`config.mk`:
```
export PLATFORM = sky130hd
export DESIGN_NAME = dcg_top
export DESIGN_NICKNAME = d
export VERILOG_FILES = /design/src/rtl/dcg_pkg.sv /design/src/rtl/dcg_core_if.sv /design/src/rtl/dcg_core.sv /design/src/rtl/dcg_top.sv
export VERILOG_INCLUDE_DIRS = /design/src /design/src/rtl
export SDC_FILE = /design/constraint.sdc
export NUM_CORES = 2
export LEC_CHECK = 0
export ABC_AREA = 1
export CAP_MARGIN = 10
export CORE_MARGIN = 3
export CORE_UTILIZATION = 40
export DETAILED_ROUTE_END_ITERATION = 10
export DONT_BUFFER_PORTS = 1
export PLACE_DENSITY = 0.57
export SLEW_MARGIN = 20
export SYNTH_ARGS = -nofsm -noshare
export SYNTH_HDL_FRONTEND = slang
export SYNTH_SLANG_ARGS = --single-unit
```
`constraint.sdc`:
```
create_clock -name clk_i -period 12.1 [get_ports clk_i]
set_input_delay 0.605 -clock clk_i [delete_from_list [all_inputs] [get_ports clk_i]]
set_output_delay 0.605 -clock clk_i [all_outputs]
set_load 0.05 [all_outputs]
```
`src/rtl/dcg_consts.svh`:
```
// constant header for the synthesis and sweep controller
`ifndef DCG_CONSTS_SVH
`define DCG_CONSTS_SVH
`define DCG_A_LEVEL       8'h00
`define DCG_A_FREQ_LO     8'h01
`define DCG_A_FREQ_HI     8'h02
`define DCG_A_PHASE_LO    8'h03
`define DCG_A_PHASE_HI    8'h04
`define DCG_A_START_LO    8'h05
`define DCG_A_START_HI    8'h06
`define DCG_A_STOP_LO     8'h07
`define DCG_A_STOP_HI     8'h08
`define DCG_A_INC_LO      8'h09
`define DCG_A_INC_HI      8'h0a
`define DCG_A_MODE        8'h0b
`define DCG_CORE_STRIDE   8'h10
`define DCG_ENABLE        8'h20
`define DCG_GATE          8'h21
`define DCG_STROBE_A      8'h22
`define DCG_STROBE_B      8'h23
`define DCG_STROBE_BOTH   8'h24
`define DCG_STATUS        8'h25
`define DCG_LOAD_OSC      8'h26
`define DCG_LOAD_FACTORY  8'h27
`define DCG_EN_SYNTH      3'h1
`define DCG_EN_SWEEP      3'h7
`define DCG_MODE_RAMP     0
`define DCG_MODE_RZ       1
`define DCG_MODE_REPEAT   2
`define DCG_STEP_SAMPLES  5'h10
`endif

```
`src/rtl/dcg_pkg.sv`:
```
// types shared by the synthesis controller files
package dcg_pkg;
  typedef enum logic [1:0] {DCG_IDLE, DCG_TONE, DCG_SWEEP, DCG_DONE}
    dcg_state_t;
  typedef struct packed {
    logic [31:0] freq;
    logic [31:0] phase;
    logic [15:0] level;
    logic [31:0] start;
    logic [31:0] stop;
    logic [31:0] inc;
  } dcg_param_t;
endpackage : dcg_pkg

```
`src/rtl/dcg_core_if.sv`:
```
// control bundle between the register file and one core engine
`timescale 1ns/10ps
interface dcg_core_if;
  dcg_pkg::dcg_param_t act;
  logic [2:0]          mode;
  logic [2:0]          enable;
  logic                start;
  logic                sync;
  logic                busy;
  modport ctl (output act, mode, enable, start, sync, input busy);
  modport eng (input act, mode, enable, start, sync, output busy);
endinterface : dcg_core_if

```
`src/rtl/dcg_core.sv`:
```
// one core engine: phase accumulator, sweep stepping and output level
`timescale 1ns/10ps
`include "dcg_consts.svh"
module dcg_core #(
  parameter int W = 16                   // sample width
) (
  input  wire logic         clk_i,       // sample clock
  input  wire logic         rst_i,       // sync reset, high
  dcg_core_if.eng           cif,         // control from register file
  input  wire logic [W-1:0] sample_i,    // normal sample input
  output logic      [W-1:0] phase_o,     // phase to mixer
  output logic      [W-1:0] amp_o        // amplitude to mixer
);
  dcg_pkg::dcg_state_t st_q;
  logic [31:0] acc_q;
  logic [31:0] fcur_q;
  logic [4:0]  cnt_q;
  logic        on;
  logic        sweep;
  assign on    = cif.enable == `DCG_EN_SYNTH || cif.enable == `DCG_EN_SWEEP;
  assign sweep = cif.enable == `DCG_EN_SWEEP;
  assign cif.busy = st_q == dcg_pkg::DCG_SWEEP;

  // mode sequencing; a new trigger relaunches the sweep from IDLE, SWEEP or DONE, but not from TONE
  always_ff @(posedge clk_i) begin
    if (rst_i || !on) begin
      st_q <= dcg_pkg::DCG_IDLE;
    end else begin
      case (st_q)
        dcg_pkg::DCG_IDLE, dcg_pkg::DCG_DONE: begin
          if (sweep && cif.start) st_q <= dcg_pkg::DCG_SWEEP;
          else if (!sweep && (cif.start || cif.sync))
            st_q <= dcg_pkg::DCG_TONE;
        end
        dcg_pkg::DCG_TONE: if (sweep) st_q <= dcg_pkg::DCG_IDLE;
        dcg_pkg::DCG_SWEEP: begin
          if (cnt_q == `DCG_STEP_SAMPLES - 5'h01 &&
              fcur_q >= cif.act.stop && !cif.start &&
              !cif.mode[`DCG_MODE_REPEAT])
            st_q <= dcg_pkg::DCG_DONE;
        end
        default: st_q <= dcg_pkg::DCG_IDLE;
      endcase
    end
  end

  // frequency stepping every sixteenth sample up to the stop word
  always_ff @(posedge clk_i) begin
    if (rst_i) begin
      fcur_q <= 32'h0;
      cnt_q  <= 5'h0;
    end else if (!sweep) begin
      fcur_q <= cif.act.freq;
      cnt_q  <= 5'h0;
    end else if (cif.start) begin
      fcur_q <= cif.act.start;
      cnt_q  <= 5'h0;
    end else if (st_q == dcg_pkg::DCG_SWEEP) begin
      cnt_q <= (cnt_q == `DCG_STEP_SAMPLES - 5'h01) ? 5'h0 : cnt_q + 5'h01;
      if (cnt_q == `DCG_STEP_SAMPLES - 5'h01) begin
        if (fcur_q >= cif.act.stop)
          fcur_q <= cif.mode[`DCG_MODE_REPEAT] ? cif.act.start : fcur_q;
        else
          fcur_q <= fcur_q + cif.act.inc + 32'h1;
      end
    end
  end

  // phase accumulator, restarted by sync or a fresh trigger
  always_ff @(posedge clk_i) begin
    if (rst_i || cif.sync || cif.start) begin
      acc_q <= 32'h0;
    end else if (st_q == dcg_pkg::DCG_TONE ||
                 st_q == dcg_pkg::DCG_SWEEP) begin
      acc_q <= acc_q + fcur_q;
    end
  end

  // output select: ramp, sine phase, return-to-zero or live samples
  always_ff @(posedge clk_i) begin
    if (rst_i) begin
      phase_o <= '0;
      amp_o   <= '0;
    end else if (!on) begin
      phase_o <= '0;
      amp_o   <= sample_i;
    end else if (st_q == dcg_pkg::DCG_DONE && cif.mode[`DCG_MODE_RZ]) begin
      phase_o <= '0;
      amp_o   <= '0;
    end else if (st_q == dcg_pkg::DCG_IDLE) begin
      phase_o <= '0;
      amp_o   <= '0;
    end else begin
      phase_o <= W'((acc_q + cif.act.phase) >> (32 - W));
      // outside a sweep, ramp level follows the accumulator instead of the constant
      amp_o   <= cif.mode[`DCG_MODE_RAMP] && !sweep ?
                 W'(acc_q >> (32 - W)) : W'(cif.act.level);
    end
  end

  cov_sweep_c: cover property (@(posedge clk_i) st_q == dcg_pkg::DCG_SWEEP);
  cov_done_c: cover property (@(posedge clk_i) st_q == dcg_pkg::DCG_DONE);
  cov_tone_c: cover property (@(posedge clk_i) st_q == dcg_pkg::DCG_TONE);

  sweep_start_a: assert property (@(posedge clk_i) disable iff (rst_i)
    sweep && on && cif.start |=> fcur_q == $past(cif.act.start))
    else $error("sweep did not load start word");
  step_spacing_a: assert property (@(posedge clk_i) disable iff (rst_i)
    sweep && st_q == dcg_pkg::DCG_SWEEP && !cif.start && !$past(cif.start)
    && $changed(fcur_q) |-> $past(cnt_q) == 5'h0f)
    else $error("step outside sixteenth sample");
  sync_restart_a: assert property (@(posedge clk_i) disable iff (rst_i)
    cif.sync |=> acc_q == 32'h0)
    else $error("sync did not restart phase");
  input_cut_a: assert property (@(posedge clk_i) disable iff (rst_i)
    on && st_q == dcg_pkg::DCG_TONE && !cif.mode[`DCG_MODE_RAMP]
    && $stable(cif.act.level) |=> amp_o == W'($past(cif.act.level)))
    else $error("synthesis level not applied");
  rz_zero_a: assert property (@(posedge clk_i) disable iff (rst_i)
    on && st_q == dcg_pkg::DCG_DONE && cif.mode[`DCG_MODE_RZ]
    |=> amp_o == '0)
    else $error("output not returned to zero");
endmodule : dcg_core

```
`src/rtl/dcg_top.sv`:
```
// register file and two synthesis cores of the dual converter
//
// Implementation choices: strobed register access and the address map.
`timescale 1ns/10ps
`include "dcg_consts.svh"
module dcg_top #(
  parameter int W = 16                   // sample width
) (
  input  wire logic         clk_i,       // sample clock, 50 MHz
  input  wire logic         rst_i,       // sync reset, active high
  input  wire logic [7:0]   addr_i,      // register address
  input  wire logic [15:0]  wdata_i,     // write data
  input  wire logic         wr_i,        // write strobe
  input  wire logic         rd_i,        // read strobe
  output logic      [15:0]  rdata_o,     // read data, next cycle
  input  wire logic         sync_i,      // sync pulse
  input  wire logic [W-1:0] sample_a_i,  // core a normal samples
  input  wire logic [W-1:0] sample_b_i,  // core b normal samples
  output logic      [W-1:0] phase_a_o,   // core a mixer phase
  output logic      [W-1:0] amp_a_o,     // core a mixer amplitude
  output logic      [W-1:0] phase_b_o,   // core b mixer phase
  output logic      [W-1:0] amp_b_o      // core b mixer amplitude
);
  dcg_core_if cif [2] ();
  dcg_pkg::dcg_param_t shd_q [2];
  dcg_pkg::dcg_param_t act_q [2];
  logic [2:0]  mode_q [2];
  logic [5:0]  enable_q;
  logic [1:0]  gate_q;
  logic [1:0]  strobe_q;
  logic [1:0]  launch_q;
  logic [1:0]  busy;
  logic        sync_q;

  // register index within a core block, or none
  function automatic logic [4:0] core_off(input logic [7:0] a,
                                           input logic c);
    logic [7:0] base;
    base = c ? `DCG_CORE_STRIDE : 8'h00;
    if (a >= base && a <= base + `DCG_A_MODE) core_off = 5'(a - base);
    else core_off = 5'h1f;
  endfunction : core_off

  // trigger pulses: a write to a strobe address while that core's gate_q bit is set, data ignored
  always_ff @(posedge clk_i) begin
    if (rst_i) begin
      strobe_q <= 2'h0;
      launch_q <= 2'h0;
      sync_q   <= 1'b0;
    end else begin
      strobe_q[0] <= wr_i && gate_q[0] && (addr_i == `DCG_STROBE_A ||
                     addr_i == `DCG_STROBE_BOTH);
      strobe_q[1] <= wr_i && gate_q[1] && (addr_i == `DCG_STROBE_B ||
                     addr_i == `DCG_STROBE_BOTH);
      sync_q      <= sync_i;
      // launch lags the copy so the core starts on the new words
      launch_q    <= strobe_q;
    end
  end

  // global enables and strobe gate
  always_ff @(posedge clk_i) begin
    if (rst_i) begin
      enable_q <= 6'h0;
      gate_q   <= 2'h0;
    end else if (wr_i && addr_i == `DCG_ENABLE) begin
      enable_q <= wdata_i[5:0];
    end else if (wr_i && addr_i == `DCG_GATE) begin
      gate_q <= wdata_i[1:0];
    end
  end

  genvar c;
  generate
    for (c = 0; c < 2; c++) begin : g_core
      // staged shadow words, the 32-bit ones written half by half
      always_ff @(posedge clk_i) begin
        if (rst_i) begin
          shd_q[c]  <= '0;
          mode_q[c] <= 3'h0;
        end else if (wr_i) begin
          case (core_off(addr_i, c == 1))
            5'h00: shd_q[c].level         <= wdata_i;
            5'h01: shd_q[c].freq[15:0]    <= wdata_i;
            5'h02: shd_q[c].freq[31:16]   <= wdata_i;
            5'h03: shd_q[c].phase[15:0]   <= wdata_i;
            5'h04: shd_q[c].phase[31:16]  <= wdata_i;
            5'h05: shd_q[c].start[15:0]   <= wdata_i;
            5'h06: shd_q[c].start[31:16]  <= wdata_i;
            5'h07: shd_q[c].stop[15:0]    <= wdata_i;
            5'h08: shd_q[c].stop[31:16]   <= wdata_i;
            5'h09: shd_q[c].inc[15:0]     <= wdata_i;
            5'h0a: shd_q[c].inc[31:16]    <= wdata_i;
            5'h0b: mode_q[c]              <= wdata_i[2:0];
            default: mode_q[c] <= mode_q[c];
          endcase
        end
      end

      // atomic copy on trigger or sync; values other than mode_q never apply on their own
      always_ff @(posedge clk_i) begin
        if (rst_i) act_q[c] <= '0;
        else if (strobe_q[c] || sync_q) act_q[c] <= shd_q[c];
      end

      assign cif[c].act    = act_q[c];
      assign cif[c].mode   = mode_q[c];
      assign cif[c].enable = enable_q[3*c +: 3];
      assign cif[c].start  = launch_q[c];
      assign cif[c].sync   = sync_q;
      assign busy[c]       = cif[c].busy;

      atomic_copy_a: assert property (@(posedge clk_i) disable iff (rst_i)
        strobe_q[c] |=> act_q[c] == $past(shd_q[c]))
        else $error("trigger did not copy shadow");
      hold_active_a: assert property (@(posedge clk_i) disable iff (rst_i)
        !strobe_q[c] && !sync_q |=> act_q[c] == $past(act_q[c]))
        else $error("active values changed without trigger");
    end
  endgenerate

  dcg_core #(.W(W)) u_core_a (
    .clk_i    (clk_i),
    .rst_i    (rst_i),
    .cif      (cif[0]),
    .sample_i (sample_a_i),
    .phase_o  (phase_a_o),
    .amp_o    (amp_a_o)
  );

  dcg_core #(.W(W)) u_core_b (
    .clk_i    (clk_i),
    .rst_i    (rst_i),
    .cif      (cif[1]),
    .sample_i (sample_b_i),
    .phase_o  (phase_b_o),
    .amp_o    (amp_b_o)
  );

  // read port: data stand one cycle after the strobe only
  always_ff @(posedge clk_i) begin
    if (rst_i || !rd_i) begin
      rdata_o <= 16'h0;
    end else begin
      case (addr_i)
        `DCG_ENABLE: rdata_o <= {10'h0, enable_q};
        `DCG_GATE:   rdata_o <= {14'h0, gate_q};
        `DCG_STATUS: rdata_o <= {14'h0, busy};
        `DCG_A_FREQ_LO: rdata_o <= shd_q[0].freq[15:0];
        `DCG_A_FREQ_HI: rdata_o <= shd_q[0].freq[31:16];
        `DCG_A_MODE: rdata_o <= {13'h0, mode_q[0]};
        default:     rdata_o <= 16'h0;
      endcase
    end
  end

  gate_block_a: assert property (@(posedge clk_i) disable iff (rst_i)
    wr_i && addr_i == `DCG_STROBE_BOTH && gate_q == 2'h0
    |=> strobe_q == 2'h0)
    else $error("trigger passed a closed gate");
  pulse_once_a: assert property (@(posedge clk_i) disable iff (rst_i)
    wr_i && addr_i == `DCG_STROBE_A && gate_q[0] |=> strobe_q[0])
    else $error("trigger write gave no pulse");
  cov_both_c: cover property (@(posedge clk_i) strobe_q == 2'h3);
  cov_sync_c: cover property (@(posedge clk_i) sync_q && enable_q != 6'h0);
endmodule : dcg_top

```
Yosys cells after proc, flatten, opt, wreduce, memory -nomap -nowiden. Memory sizes are Yosys's and may differ from the RTL's. Cells that the tools add are included.

$add $sub $neg: 11. $lt $le $gt $ge: 6. Eq/ne operators: 55. Mux-type cells: 179. Bitwise gates (word level): 33. Reductions and logical operators: 64.

Operator list (count): $mux 16 (30); $mux 32 (12); $mux 176 (2); $add 32x32->32 (6); $mux 1 (112); $pmux 16 s6 (1); $add 32x1->32 const B (2); $ge 32x32->1 (2); $eq 5x4->1 const B (10); $eq 8x6->1 const B (6); $eq 5x3->1 const B (8); $mux 5 (8); $or 1x1->1 (28); $reduce_or 12->1 (2); $logic_and 1x1->1 (22); $eq 5x2->1 const B (4); $logic_or 1x1->1 (16); $mux 2 (8); $mux 3 (4); $ne 3x3->1 const B (4); $pmux 2 s3 (2); $reduce_and 3->1 (4); $add 5x1->5 const B (2); $eq 5x1->1 const B (2); 23 further kinds (51).

Flip-flop bits (word level): 235. RAM bits: 710. Input bits: 61. Output and inout port bits: 80. Memories: 3.

Memory list: act_q (depth 2, bits a word 176, read ports 2, clocked after memory_dff 0, write ports 2, RTL line dcg_top.sv:26) `dcg_pkg::dcg_param_t act_q [2];`; shd_q (depth 2, bits a word 176, read ports 2, clocked after memory_dff 0, write ports 2, RTL line dcg_top.sv:25) `dcg_pkg::dcg_param_t shd_q [2];`; mode_q (depth 2, bits a word 3, read ports 2, clocked after memory_dff 0, write ports 2, RTL line dcg_top.sv:27) `logic [2:0] mode_q [2];`.

Longest topological paths before layout.
Depth in word-level cells: 12. Mapped depth: 19. Depth with buffers taken out: 18.

Hierarchy. From an unflattened synthesis, not the netlist that was laid out.

Cells, all modules: 6101. Area, all modules: 50642.3 µm².

By module, submodules not included: dcg_top (instances 1, cells an instance 2167, area an instance 27715.3 µm², sequential area each 21901.0 µm²); dcg_core at u_core_a (instances 1, cells an instance 1984, area an instance 11527.3 µm², sequential area each 2062.0 µm²); dcg_core at u_core_b (instances 1, cells an instance 1950, area an instance 11399.7 µm², sequential area each 2062.0 µm²).

Least setup slack after synthesis. No wires, ideal clock.

Path kind: input port to flip-flop. Start: in rst_i. End: mem act_q[0][0] (netlist bit) (enable). Arrival time: 3.802 ns. Path slack: 6.866 ns. Stages on the path: 3. Buffers on the path: 1. Path through: buf_2 > nor2_1 > nand2_1.

RTL lines: from (decl) (RTL line dcg_top.sv:10) `input wire logic rst_i,`; to (decl) (RTL line dcg_top.sv:26).

Worst setup path in the final report.
Start: reg u_core_a.fcur_q[11]. End: reg u_core_a.fcur_q[18].

Word-level cells in the longest chain between the ends: 7. Elaborated cells on any way between the ends: 10. Those cells by class: 2 x add/sub; 1 x order compare; 1 x eq/ne; 5 x mux; 1 x reduce/logical.

RTL lines: from (decl) (RTL line dcg_core.sv:16) `logic [31:0] fcur_q;`; from (signal assigned) (RTL line dcg_core.sv:53) `fcur_q <= cif.act.freq;`; from (signal assigned) (RTL line dcg_core.sv:56) `fcur_q <= cif.act.start;`; from (signal assigned) (RTL line dcg_core.sv:62) `` fcur_q <= cif.mode[`DCG_MODE_REPEAT] ? cif.act.start : fcur_q; ``; $add 32x32->32 (RTL line dcg_core.sv:64) `fcur_q <= fcur_q + cif.act.inc + 32'h1;`; $add 32x1->32 (RTL line dcg_core.sv:64); $mux 32 (RTL line dcg_core.sv:61) `if (fcur_q >= cif.act.stop)`; $mux 32 (RTL line dcg_core.sv:60) `` if (cnt_q == `DCG_STEP_SAMPLES - 5'h01) begin ``; $mux 32 (RTL line dcg_core.sv:58) `end else if (st_q == dcg_pkg::DCG_SWEEP) begin`; $mux 32 (RTL line dcg_core.sv:55) `end else if (cif.start) begin`; $mux 32 (RTL line dcg_core.sv:52) `end else if (!sweep) begin`.

Parallel ways exist; a longest one is shown, timed or not. The select of a mux whose other input is x is not followed. A chain may end at the register's enable or synchronous reset.

==> metrics.txt <==
status=finished clean; clock sinks=945; first-pass GRT wire length=242000 um; slew at the pin with the worst max-slew slack=1070 ps; NumNets Final=6486; most common cell after layout, fill and taps aside=nor2_1; drt pass-1 iters=6; Setup Fix Bufs, Post-CTS=0; Arr. time, crit path=4190 ps; dpl cell area=52100 sq um; asr flop ratio synth=0%; cell count of the worst hold path=3; GR Layer Usage met3=3.14%; CP Capture Type=flop; Startpoint Class=flop; Sw Ratio=26.4%; Clk pwr share=41.3%; clk_lat worst skew=730 ps; initial antenna violation count=4; CTS Buf Count=104; FF-to-FF path depth=12; Seq pwr share=48.6%; P per Cell Area=139 nW/um^2; number of global-route vias before repair=38300; initial drt markers=3450; Tmin final=3570 ps; number of buffers added on ports=0; post-synth top area cell=edfxtp_1; FP Rows=129; top cell type's share of synthesized area=42.2%; Yosys warning total=0; Worst Skew=31.5 ps; Final Setup Violations=0; Area growth syn-to-layout=10.7%; Final GP Congestion=0.932; Die ar.=131000 sq um; RSZ-0062 raised after global routing=false; setup TNS=0 ps; Crit Path Max Fanout=33; worst vdd ir=0.000135 V; Hold Fails Final Rpt=0; Post-Syn Area=50500 sq um; Final Cell Area=55900 sq um; Max H-tree Level=3; P_int=5.72 mW; leakage power=25.5 nW; post-DP HPWL=113000 um; CTS tree=done; GR Util met2=41.3%; Comb power frac=10.1%; I/O pin total=141; synth top area cells=edfxtp_1 (42%), nor2_1 (9.8%), dfxtp_1 (9.3%), nand2_1 (9.0%), inv_1 (7.7%); CP required=12720 ps; Total Wirelength=162000 um; GRT Residual Overflow=0; Antenna Nets Post-Route=0; Peak Freq=280 MHz; gr usage total=24.5%; Min-Delay Path Class=primary input to flop; Sw Pwr=2.06 mW; routed len/inst=20.6 um; Starting Density=40.6%; met1 global-route usage=32.7%; synthesis-stage register bit count=945; Post-Syn Area per Cell=8.19 sq um; post-synthesis sequential area ratio=51.5%; cell count after synthesis=6174; max-slew violation count=0; die span in x=361 um; Post-synth EDFFs=710; CTS Root Cell=clkbuf_16; most frequent cells in the layout=nor2_1 (1318), nand2_1 (1205), inv_1 (1022), edfxtp_1 (710), a21oi_1 (373); Synth cell types=59; number of max-cap violations=0; final worst-path cycle share=29.5%; Net Count, Synth=6497; vias per inst=5.08; Bufs on Longest Clock Path=3; CP Class=flop to flop; vias=40100; post-CTS sizing=0; fin worst setup slack=8530 ps; pre-CTS WS=8550 ps; Die Y-Extent=361 um; pin count of the biggest net entering global routing=177; Core Area=125000 sq um; DRC viols=0; share of layout cells above drive strength 1=4.72%; relative slew slack=28.1%; post-layout util=44.9%; ys flop type=edfxtp_1; clk slew on worst S/H paths=70 ps; GRT busiest layer=met2
-- synthesized netlist by cell type, types with 4 or more instances --
cell and instances:
nor2_1 1318, nand2_1 1207, inv_1 1032, edfxtp_1 710, a21oi_1 373, ha_1 258, dfxtp_1 235, nand3_1 210
o21ai_0 193, clkbuf_1 115, nand4_1 56, buf_2 47, nor3_1 37, xor2_1 34, o21ai_1 29, o21a_1 28
xnor2_1 23, inv_2 21, buf_1 20, o211ai_1 19, a21o_1 18, nor2_2 18, o21bai_1 16, nand3b_1 15
a31oi_1 14, nand3_2 12, nor4_1 12, a21boi_0 9, nand2_2 8, buf_4 6, nor2_4 6, o221ai_1 6
o22ai_1 6, or2_2 6, a22oi_1 5, buf_6 5, clkinv_1 4, fa_1 4, o2111ai_1 4
-- path summary, 6_finish.rpt --
kind,slack (ps),startpoint,endpoint
setup / recovery,8530,u_core_a.fcur_q[11],u_core_a.fcur_q[18]
hold / removal,80,rst_i,u_core_a.st_q[1]
setup reg to reg,8530,u_core_a.fcur_q[11],u_core_a.fcur_q[18]
hold reg to reg,450,u_core_a.cnt_q[4],u_core_a.cnt_q[4]
-- metrics by stage --
stage / power [mW] / std cells / hold slack [ps]
2_1_floorplan: 4.33 / 6174 / 422
3_3_place_gp: 4.62 / 7660 / 440
3_5_place_dp: 4.62 / 7660 / 439
4_1_cts: 7.85 / 7889 / 16.0
5_1_grt: 8.07 / 7889 / 43.7
6_report: 7.78 / 7892 / 77.7
-- sequential cells by signal, indices dropped and copies added (netlist names) --
register / cells
act_q: 352
shd_q: 352
cif.sync: 1
rdata_o: 16
u_core_b.fcur_q: 32
gate_q: 2
u_core_b.amp_o: 16
u_core_b.cnt_q: 5
u_core_a.st_q: 2
launch_q: 2
u_core_a.phase_o: 16
u_core_a.acc_q: 32
u_core_b.phase_o: 16
u_core_b.acc_q: 32
strobe_q: 2
enable_q: 6
u_core_a.amp_o: 16
mode_q: 6
u_core_a.cnt_q: 5
u_core_a.fcur_q: 32
u_core_b.st_q: 2
-- critical path, stage by stage (launching register included) --
cell	delay (ps)
dfxtp_1	410
ha_1	350
nand2_1	70
nor4_1	300
nand2_1	90
nand2_1	100
nand2_2	280
nand2_2	200
nand3_2	470
nand2_2	830
nand2_1	150
nand2_1	100
nor2_1	60
-- layout make-up --
type	count	area, sq um
clock inverters	49	474
well taps	1637	2050
clock buffers	146	2980
flip-flops and latches	945	26000
repair buffers	76	678
inverters	1057	3970
fillers	12400	68700
diodes	3	7.51
multi-input cells	3979	19800
-- metal layers --
metal	vias to the layer above	share of wire, %
met5	-	0
met4	0	3.5
met3	260	5.4
met2	1099	47
met1	19000	44
li1	19700	-
-- what timing repair did --
action                                  CTS  global route
endpoints found under the setup margin    0             0
hold buffers                             34             0
endpoints found under the hold margin    34             0
-- power groups by stage --
stage | registers, mW | logic, mW | clock network (mW)
global route | 3.79 | 0.880 | 3.40
CTS | 3.78 | 0.787 | 3.28
finish | 3.78 | 0.786 | 3.21
floorplan | 3.81 | 0.521 | 0
detailed placement | 3.85 | 0.769 | 0
global placement | 3.84 | 0.771 | 0
-- cell families (layout without fill, tap and decap cells) --
group           Yosys count  after routing  synth area share (%)
compound gates          741            741                  8.13
xor+xnor                 57             57                 0.988
fa+ha+maj               262            262                  6.55
buf+inv                1250           1328                  9.52
flops                   945            945                  51.5
other cells               0              3                     0
simple gates           2919           2919                  23.3
Power figures use the tool's default switching activity.
